**config.mk**
```make
export PLATFORM = sky130hd
export DESIGN_NAME = ctm_timer
export DESIGN_NICKNAME = d
export VERILOG_FILES = /design/src/core/ctm_pkg.sv /design/src/core/ctm_tick_sync.sv /design/src/core/ctm_timer.sv
export VERILOG_INCLUDE_DIRS = /design/src /design/src/core
export SDC_FILE = /design/constraint.sdc
export NUM_CORES = 1
export LEC_CHECK = 0
export BUFFER_PORTS_ARGS = -buffer_cell sky130_fd_sc_hd__buf_2
export CORE_ASPECT_RATIO = 1.5
export CORE_MARGIN = 2
export CORE_UTILIZATION = 55
export DETAILED_ROUTE_END_ITERATION = 7
export MAX_ROUTING_LAYER = met4
export PLACE_DENSITY = 0.85
export SETUP_SLACK_MARGIN = 0.02
export SYNTH_ARGS = -nofsm -noshare
export SYNTH_HDL_FRONTEND = slang
export SYNTH_SLANG_ARGS = --single-unit
```
**constraint.sdc**
```tcl
create_clock -name clk -period 4.2 [get_ports clk]
set_clock_uncertainty 0.15 [all_clocks]
set_input_delay 0.63 -clock clk [delete_from_list [all_inputs] [get_ports clk]]
set_output_delay 0.63 -clock clk [all_outputs]
set_load 0.02 [all_outputs]
```
**src/core/ctm_regs.svh**
```systemverilog
// Purpose: Register offsets, field positions, reset values and counts.
// Assumes: Byte-wide registers on a plain strobe port.
// Notes: Offsets are indices of byte registers.
`ifndef CTM_REGS_SVH
`define CTM_REGS_SVH
`define CTM_OFF_CTRL0 3'h0
`define CTM_OFF_CTRL1 3'h1
`define CTM_OFF_CNT_LO 3'h2
`define CTM_OFF_CNT_HI 3'h3
`define CTM_OFF_CMPA_LO 3'h4
`define CTM_OFF_CMPA_HI 3'h5
`define CTM_OFF_FLAGS 3'h6
`define CTM_CTRL0_RST 8'h00
`define CTM_CTRL1_RST 8'h00
`define CTM_CMPA_RST 10'h000
`define CTM_CNT_RST 10'h000
`define CTM_CNT_MAX 10'h3ff
`define CTM_FLAG_A_BIT 0
`define CTM_FLAG_P_BIT 1
`define CTM_PERIOD_STEP 11'h080
`define CTM_PERIOD_FULL 11'h400
`endif

```
**src/core/ctm_pkg.sv**
```systemverilog
// Purpose: Types shared by the compact timer files.
// Assumes: Nothing beyond the register header.
// Notes: Control layouts mirror the byte registers bit for bit.
package ctm_pkg;
  typedef enum logic [1:0]
  {
    CTM_MODE_CMP = 2'h0,
    CTM_MODE_UNDEF = 2'h1,
    CTM_MODE_PWM = 2'h2,
    CTM_MODE_TMR = 2'h3
  } ctm_mode_t;
  typedef struct packed
  {
    logic pause;
    logic [2:0] clk_sel;
    logic module_enable;
    logic [2:0] period_compare_value;
  } ctm_ctrl0_t;
  typedef struct packed
  {
    ctm_mode_t mode;
    logic [1:0] output_function;
    logic output_initial_level;
    logic output_invert;
    logic period_duty_swap;
    logic clear_select;
  } ctm_ctrl1_t;
  typedef struct packed
  {
    logic match_a;
    logic match_p;
  } ctm_match_t;
endpackage

```
**src/core/ctm_tick_sync.sv**
```systemverilog
// Purpose: Turns the external timer clock pin into one-cycle count ticks.
// Assumes: Pin is asynchronous to clk.
// Notes: Three synchroniser flops and a level flop; an edge counts once the second and third agree.
`timescale 1ns/100ps
module ctm_tick_sync
(
  input wire logic clk,
  input wire logic nrst,
  input wire logic pin,
  input wire logic falling,
  output logic tick
);
  logic s1_r;
  logic s2_r;
  logic s3_r;
  logic lvl_r;
  // Synchroniser chain; only s2 reads s1.
  always_ff @(posedge clk or negedge nrst)
  begin
    if (!nrst)
    begin
      s1_r <= 1'b0;
      s2_r <= 1'b0;
      s3_r <= 1'b0;
    end
    else
    begin
      s1_r <= pin;
      s2_r <= s1_r;
      s3_r <= s2_r;
    end
  end
  // Accepted level moves only when the last two stages agree.
  always_ff @(posedge clk or negedge nrst)
  begin
    if (!nrst)
      lvl_r <= 1'b0;
    else if (s2_r == s3_r)
      lvl_r <= s3_r;
  end
  // Edge of the chosen direction becomes a tick.
  always_comb
  begin
    if (falling)
      tick = lvl_r & ~s3_r & (s2_r == s3_r);
    else
      tick = ~lvl_r & s3_r & (s2_r == s3_r);
  end
endmodule // ctm_tick_sync

```
**src/core/ctm_timer.sv**
```systemverilog
// Purpose: Compact 10-bit count-up timer with compare A and period P.
// Assumes: Byte register port; read data valid the cycle after a read.
// Notes: Clock selects 110/111 use the pin, 100 the ext_tick input, 000-011
//   internal dividers of clk; code 101 stops the counter.
// What this block does
// RULE1: Swap bit picks period and duty comparators.
// RULE2: Clear-select 1 clears counter on A match.
// RULE3: Clear-select 0 clears on P; P=0 wraps.
// RULE4: Counter readable as low and high bytes.
// RULE5: Compare A held in low and high bytes.
// RULE6: Mode field: 00 compare, 10 PWM, 11 timer.
// RULE7: Compare mode sets both match flags.
// RULE8: Clear-select 1 never sets period flag outside PWM.
// RULE9: A zero with clear-select 1: wrap, no flag.
// RULE10: Only A match changes pin in compare mode.
// RULE11: Enable rising edge loads initial pin level.
// RULE12: Timer mode like compare, pin unused.
// RULE13: PWM ignores clear-select; one comparator sets period.
// RULE14: PWM sets both flags on matches.
// RULE15: PWM level, forcing and inversion from control.
// RULE16: Swap 0: period 128 times code, duty A.
// RULE17: Duty at or above period gives full active.
// RULE18: Swap 1: period A, duty 128 times code.
// RULE19: PWM counting continues while output forced.
// RULE20: Enable rise clears counter; fall keeps it.
// RULE21: Compare output codes: keep, low, high, toggle.
// RULE22: PWM output codes: inactive, active, waveform.
// RULE23: Period code compares counter bits 9 to 7.
// RULE24: Count per tick when enabled; flags sticky.
// RULE25: Software stops timer before mode changes.
`timescale 1ns/100ps
`include "ctm_regs.svh"
module ctm_timer
  import ctm_pkg::*;
(
  input wire logic clk,
  input wire logic nrst,
  input wire logic [2:0] addr,
  input wire logic [7:0] wdata,
  input wire logic wr,
  input wire logic rd,
  output logic [7:0] rdata,
  input wire logic ext_clk_pin,
  input wire logic ext_tick,
  output logic timer_output_pin_a,
  output logic timer_output_pin_b,
  output logic pin_oe,
  output logic [1:0] match_event
);
  ctm_ctrl0_t ctrl0_r;
  ctm_ctrl1_t ctrl1_r;
  logic [9:0] compare_a_value_r;
  logic [9:0] cnt_r;
  logic [9:0] cnt_nxt;
  logic [10:0] cnt_inc;
  logic compare_a_match_flag_r;
  logic period_match_flag_r;
  logic en_d_r;
  logic out_lvl_r;
  logic [5:0] div_r;
  logic pin_tick;
  logic tick;
  logic en_rise;
  logic cnt_en;
  logic a_hit;
  logic p_hit;
  logic clr;
  logic set_a;
  logic set_p;
  logic [10:0] period_len;
  logic [10:0] duty_len;
  logic pwm_active;
  logic pwm_lvl;
  logic out_nxt;
  logic oe_nxt;
  logic [7:0] rdata_nxt;
  logic [1:0] ev_r;
  ctm_match_t hit;

  // Pin clock synchroniser and edge selection.
  ctm_tick_sync u_sync
  (
    .clk(clk),
    .nrst(nrst),
    .pin(ext_clk_pin),
    .falling(ctrl0_r.clk_sel[0]),
    .tick(pin_tick)
  );

  // Free-running divider for internal clock choices.
  always_ff @(posedge clk or negedge nrst)
  begin
    if (!nrst)
      div_r <= 6'h00;
    else
      div_r <= div_r + 6'h01;
  end

  // Tick source selection; code 101 gives no ticks.
  always_comb
  begin
    unique case (ctrl0_r.clk_sel)
      3'h0: tick = (div_r[1:0] == 2'h3);
      3'h1: tick = 1'b1;
      3'h2: tick = (div_r[3:0] == 4'hf);
      3'h3: tick = (div_r == 6'h3f);
      3'h4: tick = ext_tick;
      3'h5: tick = 1'b0;
      default: tick = pin_tick;
    endcase
  end

  assign en_rise = ctrl0_r.module_enable & ~en_d_r;
  assign cnt_en = ctrl0_r.module_enable & ~ctrl0_r.pause & tick; // [RULE24]

  // Comparators; P needs the top three bits of the next count equal to the code and its low seven bits zero, so
  // it hits on the last count of a 128-clock multiple (code 0 at 3FF).
  always_comb
  begin
    cnt_inc = {1'b0, cnt_r} + 11'h001;
    hit.match_p = (cnt_inc[9:7] == ctrl0_r.period_compare_value) &
                  (cnt_inc[6:0] == 7'h00); // [RULE23]
    hit.match_a = (cnt_r == compare_a_value_r) &
                  (cnt_r != 10'h000);
  end
  assign a_hit = hit.match_a;
  assign p_hit = hit.match_p;

  // Period and duty lengths for PWM from the swap bit.
  always_comb
  begin
    if (!ctrl1_r.period_duty_swap) // [RULE1]
    begin
      period_len = (ctrl0_r.period_compare_value == 3'h0) ?
                   `CTM_PERIOD_FULL :
                   `CTM_PERIOD_STEP * {8'h00, ctrl0_r.period_compare_value};
      duty_len = {1'b0, compare_a_value_r}; // [RULE16]
    end
    else
    begin
      period_len = (compare_a_value_r == 10'h000) ? `CTM_PERIOD_FULL :
                   {1'b0, compare_a_value_r};
      duty_len = (ctrl0_r.period_compare_value == 3'h0) ?
                 `CTM_PERIOD_FULL :
                 `CTM_PERIOD_STEP * {8'h00, ctrl0_r.period_compare_value};
      // [RULE18]
    end
  end

  // Clear decision: PWM follows the period comparator, else clear_select.
  always_comb
  begin
    clr = 1'b0;
    if (ctrl1_r.mode == CTM_MODE_PWM) // [RULE13]
      clr = ({1'b0, cnt_r} == period_len - 11'h001);
    else if (ctrl1_r.clear_select)
      clr = a_hit | (cnt_r == `CTM_CNT_MAX); // [RULE2] [RULE9]
    else
      clr = p_hit; // [RULE3]
    cnt_nxt = clr ? `CTM_CNT_RST : cnt_r + 10'h001;
  end

  // Flag events per mode.
  always_comb
  begin
    // With the swap bit set in PWM, the A match is the period end itself.
    set_a = cnt_en & (((ctrl1_r.mode == CTM_MODE_PWM) & // [RULE7] [RULE14]
            ctrl1_r.period_duty_swap) ? clr : a_hit); // [RULE9]
    set_p = cnt_en & p_hit & ((ctrl1_r.mode == CTM_MODE_PWM) |
            ~ctrl1_r.clear_select); // [RULE8] [RULE12]
  end

  // Counter: cleared on enable rise, held when off or paused.
  always_ff @(posedge clk or negedge nrst)
  begin
    if (!nrst)
      cnt_r <= `CTM_CNT_RST;
    else if (en_rise)
      cnt_r <= `CTM_CNT_RST; // [RULE20]
    else if (cnt_en)
      cnt_r <= cnt_nxt; // [RULE24] [RULE19]
  end

  // Enable edge tracker.
  always_ff @(posedge clk or negedge nrst)
  begin
    if (!nrst)
      en_d_r <= 1'b0;
    else
      en_d_r <= ctrl0_r.module_enable;
  end

  // Control registers and compare A value written by software.
  always_ff @(posedge clk or negedge nrst)
  begin
    if (!nrst)
    begin
      ctrl0_r <= `CTM_CTRL0_RST;
      ctrl1_r <= `CTM_CTRL1_RST;
      compare_a_value_r <= `CTM_CMPA_RST;
    end
    else if (wr)
    begin
      unique case (addr)
        `CTM_OFF_CTRL0: ctrl0_r <= wdata;
        `CTM_OFF_CTRL1: ctrl1_r <= wdata; // [RULE6] [RULE25]
        `CTM_OFF_CMPA_LO: compare_a_value_r[7:0] <= wdata; // [RULE5]
        `CTM_OFF_CMPA_HI: compare_a_value_r[9:8] <= wdata[1:0]; // [RULE5]
        default: ;
      endcase
    end
  end

  // Sticky flags; writing 1 clears, a new match in the same cycle wins.
  always_ff @(posedge clk or negedge nrst)
  begin
    if (!nrst)
    begin
      compare_a_match_flag_r <= 1'b0;
      period_match_flag_r <= 1'b0;
    end
    else
    begin
      if (set_a)
        compare_a_match_flag_r <= 1'b1; // [RULE24]
      else if (wr && addr == `CTM_OFF_FLAGS && wdata[`CTM_FLAG_A_BIT])
        compare_a_match_flag_r <= 1'b0;
      if (set_p)
        period_match_flag_r <= 1'b1; // [RULE24]
      else if (wr && addr == `CTM_OFF_FLAGS && wdata[`CTM_FLAG_P_BIT])
        period_match_flag_r <= 1'b0;
    end
  end

  // PWM waveform: active while count is below duty.
  assign pwm_active = (duty_len >= period_len) |
                      ({1'b0, cnt_r} < duty_len); // [RULE17]
  assign pwm_lvl = pwm_active ? ctrl1_r.output_initial_level :
                   ~ctrl1_r.output_initial_level; // [RULE15]

  // Output level per mode.
  always_comb
  begin
    out_nxt = out_lvl_r;
    oe_nxt = 1'b0;
    unique case (ctrl1_r.mode)
      CTM_MODE_CMP:
      begin
        oe_nxt = 1'b1;
        if (en_rise)
          out_nxt = ctrl1_r.output_initial_level; // [RULE11]
        else if (set_a) // [RULE10]
          unique case (ctrl1_r.output_function) // [RULE21]
            2'h0: out_nxt = out_lvl_r;
            2'h1: out_nxt = 1'b0;
            2'h2: out_nxt = 1'b1;
            default: out_nxt = ~out_lvl_r;
          endcase
      end
      CTM_MODE_PWM:
      begin
        oe_nxt = 1'b1;
        unique case (ctrl1_r.output_function) // [RULE22] [RULE19]
          2'h0: out_nxt = ~ctrl1_r.output_initial_level;
          2'h1: out_nxt = ctrl1_r.output_initial_level;
          2'h2: out_nxt = pwm_lvl;
          default: out_nxt = out_lvl_r;
        endcase
      end
      default:
        oe_nxt = 1'b0; // [RULE12]
    endcase
  end

  // Pin state held in a flop; inversion applied at the pins.
  always_ff @(posedge clk or negedge nrst)
  begin
    if (!nrst)
    begin
      out_lvl_r <= 1'b0;
      timer_output_pin_a <= 1'b0;
      timer_output_pin_b <= 1'b0;
      pin_oe <= 1'b0;
    end
    else
    begin
      out_lvl_r <= out_nxt;
      timer_output_pin_a <= out_nxt ^ ctrl1_r.output_invert; // [RULE15]
      timer_output_pin_b <= out_nxt ^ ctrl1_r.output_invert;
      pin_oe <= oe_nxt;
    end
  end

  // Match event pulses for an outside interrupt controller.
  always_ff @(posedge clk or negedge nrst)
  begin
    if (!nrst)
      ev_r <= 2'h0;
    else
      ev_r <= {set_p, set_a};
  end
  assign match_event = ev_r;

  // Read multiplexer; unused high bits read as zero.
  always_comb
  begin
    unique case (addr)
      `CTM_OFF_CTRL0: rdata_nxt = ctrl0_r;
      `CTM_OFF_CTRL1: rdata_nxt = ctrl1_r;
      `CTM_OFF_CNT_LO: rdata_nxt = cnt_r[7:0]; // [RULE4]
      `CTM_OFF_CNT_HI: rdata_nxt = {6'h00, cnt_r[9:8]}; // [RULE4]
      `CTM_OFF_CMPA_LO: rdata_nxt = compare_a_value_r[7:0];
      `CTM_OFF_CMPA_HI: rdata_nxt = {6'h00, compare_a_value_r[9:8]};
      `CTM_OFF_FLAGS: rdata_nxt = {6'h00, period_match_flag_r,
                                   compare_a_match_flag_r};
      default: rdata_nxt = 8'h00;
    endcase
  end

  // Read data stands the cycle after the read strobe, else zero.
  always_ff @(posedge clk or negedge nrst)
  begin
    if (!nrst)
      rdata <= 8'h00;
    else if (rd)
      rdata <= rdata_nxt;
    else
      rdata <= 8'h00;
  end
endmodule // ctm_timer

```
==> metrics.md <==
| Metric | Value |
|---|---|
| Outcome | finished, final reports clean |
| Pin count of the biggest net entering global routing | 48 |
| Port Buf Inserts | 29 |
| CTS Hold Bufs | 0 |
| Final setup TNS | 0 ns |
| Die width | 76.71 um |
| DRT Wirelength | 11.08 mm |
| Worst-Margin Slew | 1.095 ns |
| Remaining Overflow, GRT | 0 |
| Period utilisation layout | 85.41% |
| CP cell instances | nor4_1 > nand4_1 > and2_1 > ha_1 > a211oi_1 > o21ai_0 > a31oi_1 > nand2_1 > mux2i_1 > o41ai_1 > a31o_4 > xor2_2 |
| Mean post-synth cell area | 9.482 um2 |
| Crit start category | register |
| Crit path buf inv count | 0 |
| Clock power frac | 31.9% |
| Final slew viol count | 0 |
| Clock Pin Slew Worst Setup and Hold Paths | 0.05 ns |
| Core ar. | 7661 um2 |
| Initial antenna violation count | 0 |
| Setup bufs post-CTS | 0 |
| TritonCTS clock tree | yes |
| Max-cap violations | 0 |
| Synth Net Count | 496 |
| Final Hold Vio Count | 0 |
| DR WL/cell | 19.33 um |
| Root buffer cell | clkbuf_16 |
| Drt initial violations | 286 |
| Seq cells post-synth | 62 |
| Max clock buf depth | 2 |
| Int Power | 1490 uW |
| Fin cells | 573 |
| Final instance area | 4782 um2 |
| HPWL Detailed | 7.895 mm |
| Netlist Area Pre-Place | 4362 um2 |
| Max_slew headroom | 26.84% |
| Seq/Total Area, Yosys | 35.57% |
| RSZ-0062 raised after global routing | no |
| Req. time, crit path | 4.31 ns |
| Crit path max-delay family | simple AND/OR/NAND/NOR gates |
| CP max FO | 16 |
| Gr usage total | 27.84% |
| Type of the worst min-delay path | reg -> reg |
| Dpl cells | 557 |
| Slowest stage cell, crit path | dfrtp_1 |
| Latest clock arrival within the worst-skew pair | 0.33 ns |
| DIE AREA | 8673 um2 |
| Via count | 3654 |
| Num rows | 39 |
| Arr. time, crit path | 3.69 ns |
| YS warnings | 0 |
| Die Y | 113.1 um |
| Post-placement setup slack | 0.7356 ns |
| Post-route minimum period | 3.587 ns |
| TritonCTS buffer count | 9 |
| Hold path cells | 0 |
| Placement Cell Area | 4481 um2 |
| Ys flop type | dfrtp_1 |
| Area grow syn2layout | 9.639% |
| PwrDens | 484.8 nW/um2 |
| N_diodes | 0 |
| Comb power frac | 30.5% |
| Achievable Freq | 278.8 MHz |
| Drt pass-1 iters | 5 |
| Logic depth of the worst path, buffers included | 12 |
| Cells after Synth | 460 |
| VDD IR max | 0.3560 mV |
| IO Count | 30 |
| Pwr Total | 2318 uW |
| Number of synthesized flops with an enable pin | 0 |
| Vias in the first global route | 3563 |
| Post-route ant nets | 0 |
| First-pass GRT wire length | 18.22 mm |
| Async SR Flop Fraction | 100.0% |
| Clk sinks | 62 |
| Leakage | 0.002124 uW |
| DRC viols | 0 |
| Setup crit end kind | register |
| Clock H-tree levels | 3 |
| Sw frac | 35.73% |
| Synth cell types | 71 |
| Worst stage delay on the critical path | 0.58 ns |
| Nets | 502 |
| Post-CTS resize count | 0 |
| Post-route setup slack | 0.6128 ns |
| Seq pwr share | 37.7% |
| Psw | 828.4 uW |
| Routability Congestion | 1.024 |
| Reg2reg path depth | 12 |
| Starting Density | 56.93% |
| WS Path Type | reg -> reg |
| Share of cells above drive strength 1 | 19.32% |
| Setup Viol. Count Final | 0 |
| Vias/cell | 6.377 |
==> synth_stat cells, drive strengths merged, types with 3 or more instances <==
master / number / area (um2)
a2111oi: 3 / 45.05
a211oi: 4 / 30.03
a21boi: 5 / 41.29
a21o: 4 / 30.03
a21oi: 20 / 100.1
a31o: 3 / 35.04
a31oi: 15 / 93.84
and2: 6 / 37.54
and3: 5 / 31.28
buf: 17 / 111.4
clkbuf: 21 / 78.83
dfrtp: 62 / 1551
ha: 19 / 237.7
inv: 15 / 56.30
mux2: 27 / 304.0
mux2i: 16 / 163.9
nand2: 32 / 120.1
nand2b: 9 / 56.30
nand3: 14 / 70.07
nand4: 5 / 31.28
nor2: 40 / 150.1
nor2b: 3 / 18.77
nor3: 7 / 40.04
nor4: 8 / 50.05
nor4b: 4 / 41.29
nor4bb: 5 / 50.05
o21a: 3 / 22.52
o21ai: 17 / 85.08
o31ai: 3 / 36.28
xnor2: 11 / 96.34
xor2: 20 / 190.2
==> state kept, by name (all words and copies together) (netlist names), 2 cells and up <==
name               count
cnt_r                 10
compare_a_value_r     10
ctrl0_r                8
ctrl1_r                8
rdata                  8
div_r                  6
match_event            2
==> worst reg2reg max path, cell delays in order, from the launching register on <==
cell and delay [ns]:
dfrtp_1 0.58, nor4_1 0.56, nand4_1 0.22, and2_1 0.22
ha_1 0.31, a211oi_1 0.22, o21ai_0 0.12, a31oi_1 0.15
nand2_1 0.12, mux2i_1 0.16, o41ai_1 0.41, a31o_4 0.17
xor2_2 0.13
==> cell usage in the layout (no fill, tap or decap), types with 3 or more instances in the layout <==
cell and n:
dfrtp_1 62, nor2_1 40, nand2_1 32, buf_2 29, mux2_2 27, a21oi_1 20, ha_1 19, xor2_1 18
mux2i_1 15, inv_1 15, a31oi_1 15, o21ai_0 15, nand3_1 14, xnor2_1 11, nand2b_1 9, clkbuf_16 9
nor4_1 8, nor3_1 6, and2_1 6, and3_1 5, nand4_1 5, nor4bb_1 5, a211oi_1 4, a21o_1 4
buf_4 4, nor2b_1 3, o21a_1 3, a21boi_0 3
==> power groups by stage <==
stage	Combinational, uW	Sequential (uW)	Clock (uW)
CTS	705	867	748
finish	706	874	738
detailed placement	698	876	0
floorplan	636	771	0
global route	787	891	769
global placement	679	870	0
==> through the flow <==
step           hold WS (ns)  utilization [%]
2_1_floorplan        0.1812                -
3_3_place_gp         0.1964            58.48
3_5_place_dp         0.1880            58.48
4_1_cts              0.2137            62.42
5_1_grt              0.2208            62.42
6_report             0.2121            62.42
==> area by class of cell <==
type / instances / area (um2)
clock buffer: 12 / 246.5
clock inverter: 4 / 55.05
fill: 616 / 2879
inverter: 15 / 56.30
multi-input combinational: 345 / 2570
sequential: 62 / 1551
tap: 102 / 127.6
timing repair buffer: 33 / 175.2
==> worst paths after layout <==
path                                 startpoint                  to  slack (ns)
max                        compare_a_value_r[3]  timer_output_pin_b        0.61
min                                 u_sync.s1_r         u_sync.s2_r        0.21
max reg2reg                compare_a_value_r[3]  timer_output_pin_b        0.61
min reg2reg                         u_sync.s1_r         u_sync.s2_r        0.21
max in group asynchronous                  nrst        u_sync.lvl_r        2.73
min in group asynchronous                  nrst            cnt_r[0]        0.35
==> logic make-up after synthesis <==
group	synth area share, %
AOI/OAI and AO/OA	15.52
xor gates and xnor gates	7.085
adders and majority gates	5.680
buffers and inverters	5.651
DFF	35.57
muxes	11.24
and+or+nand+nor	19.25
==> per-layer routing <==
metal	share of wire, %	vias to the layer above	track usage [%]
met5	0	-	-
li1	-	1676	-
met1	38	1782	31.71
met3	5.4	43	3.987
met2	51	153	46.14
met4	5.2	0	17.21
No activity file was read; power rests on OpenSTA's default activity.
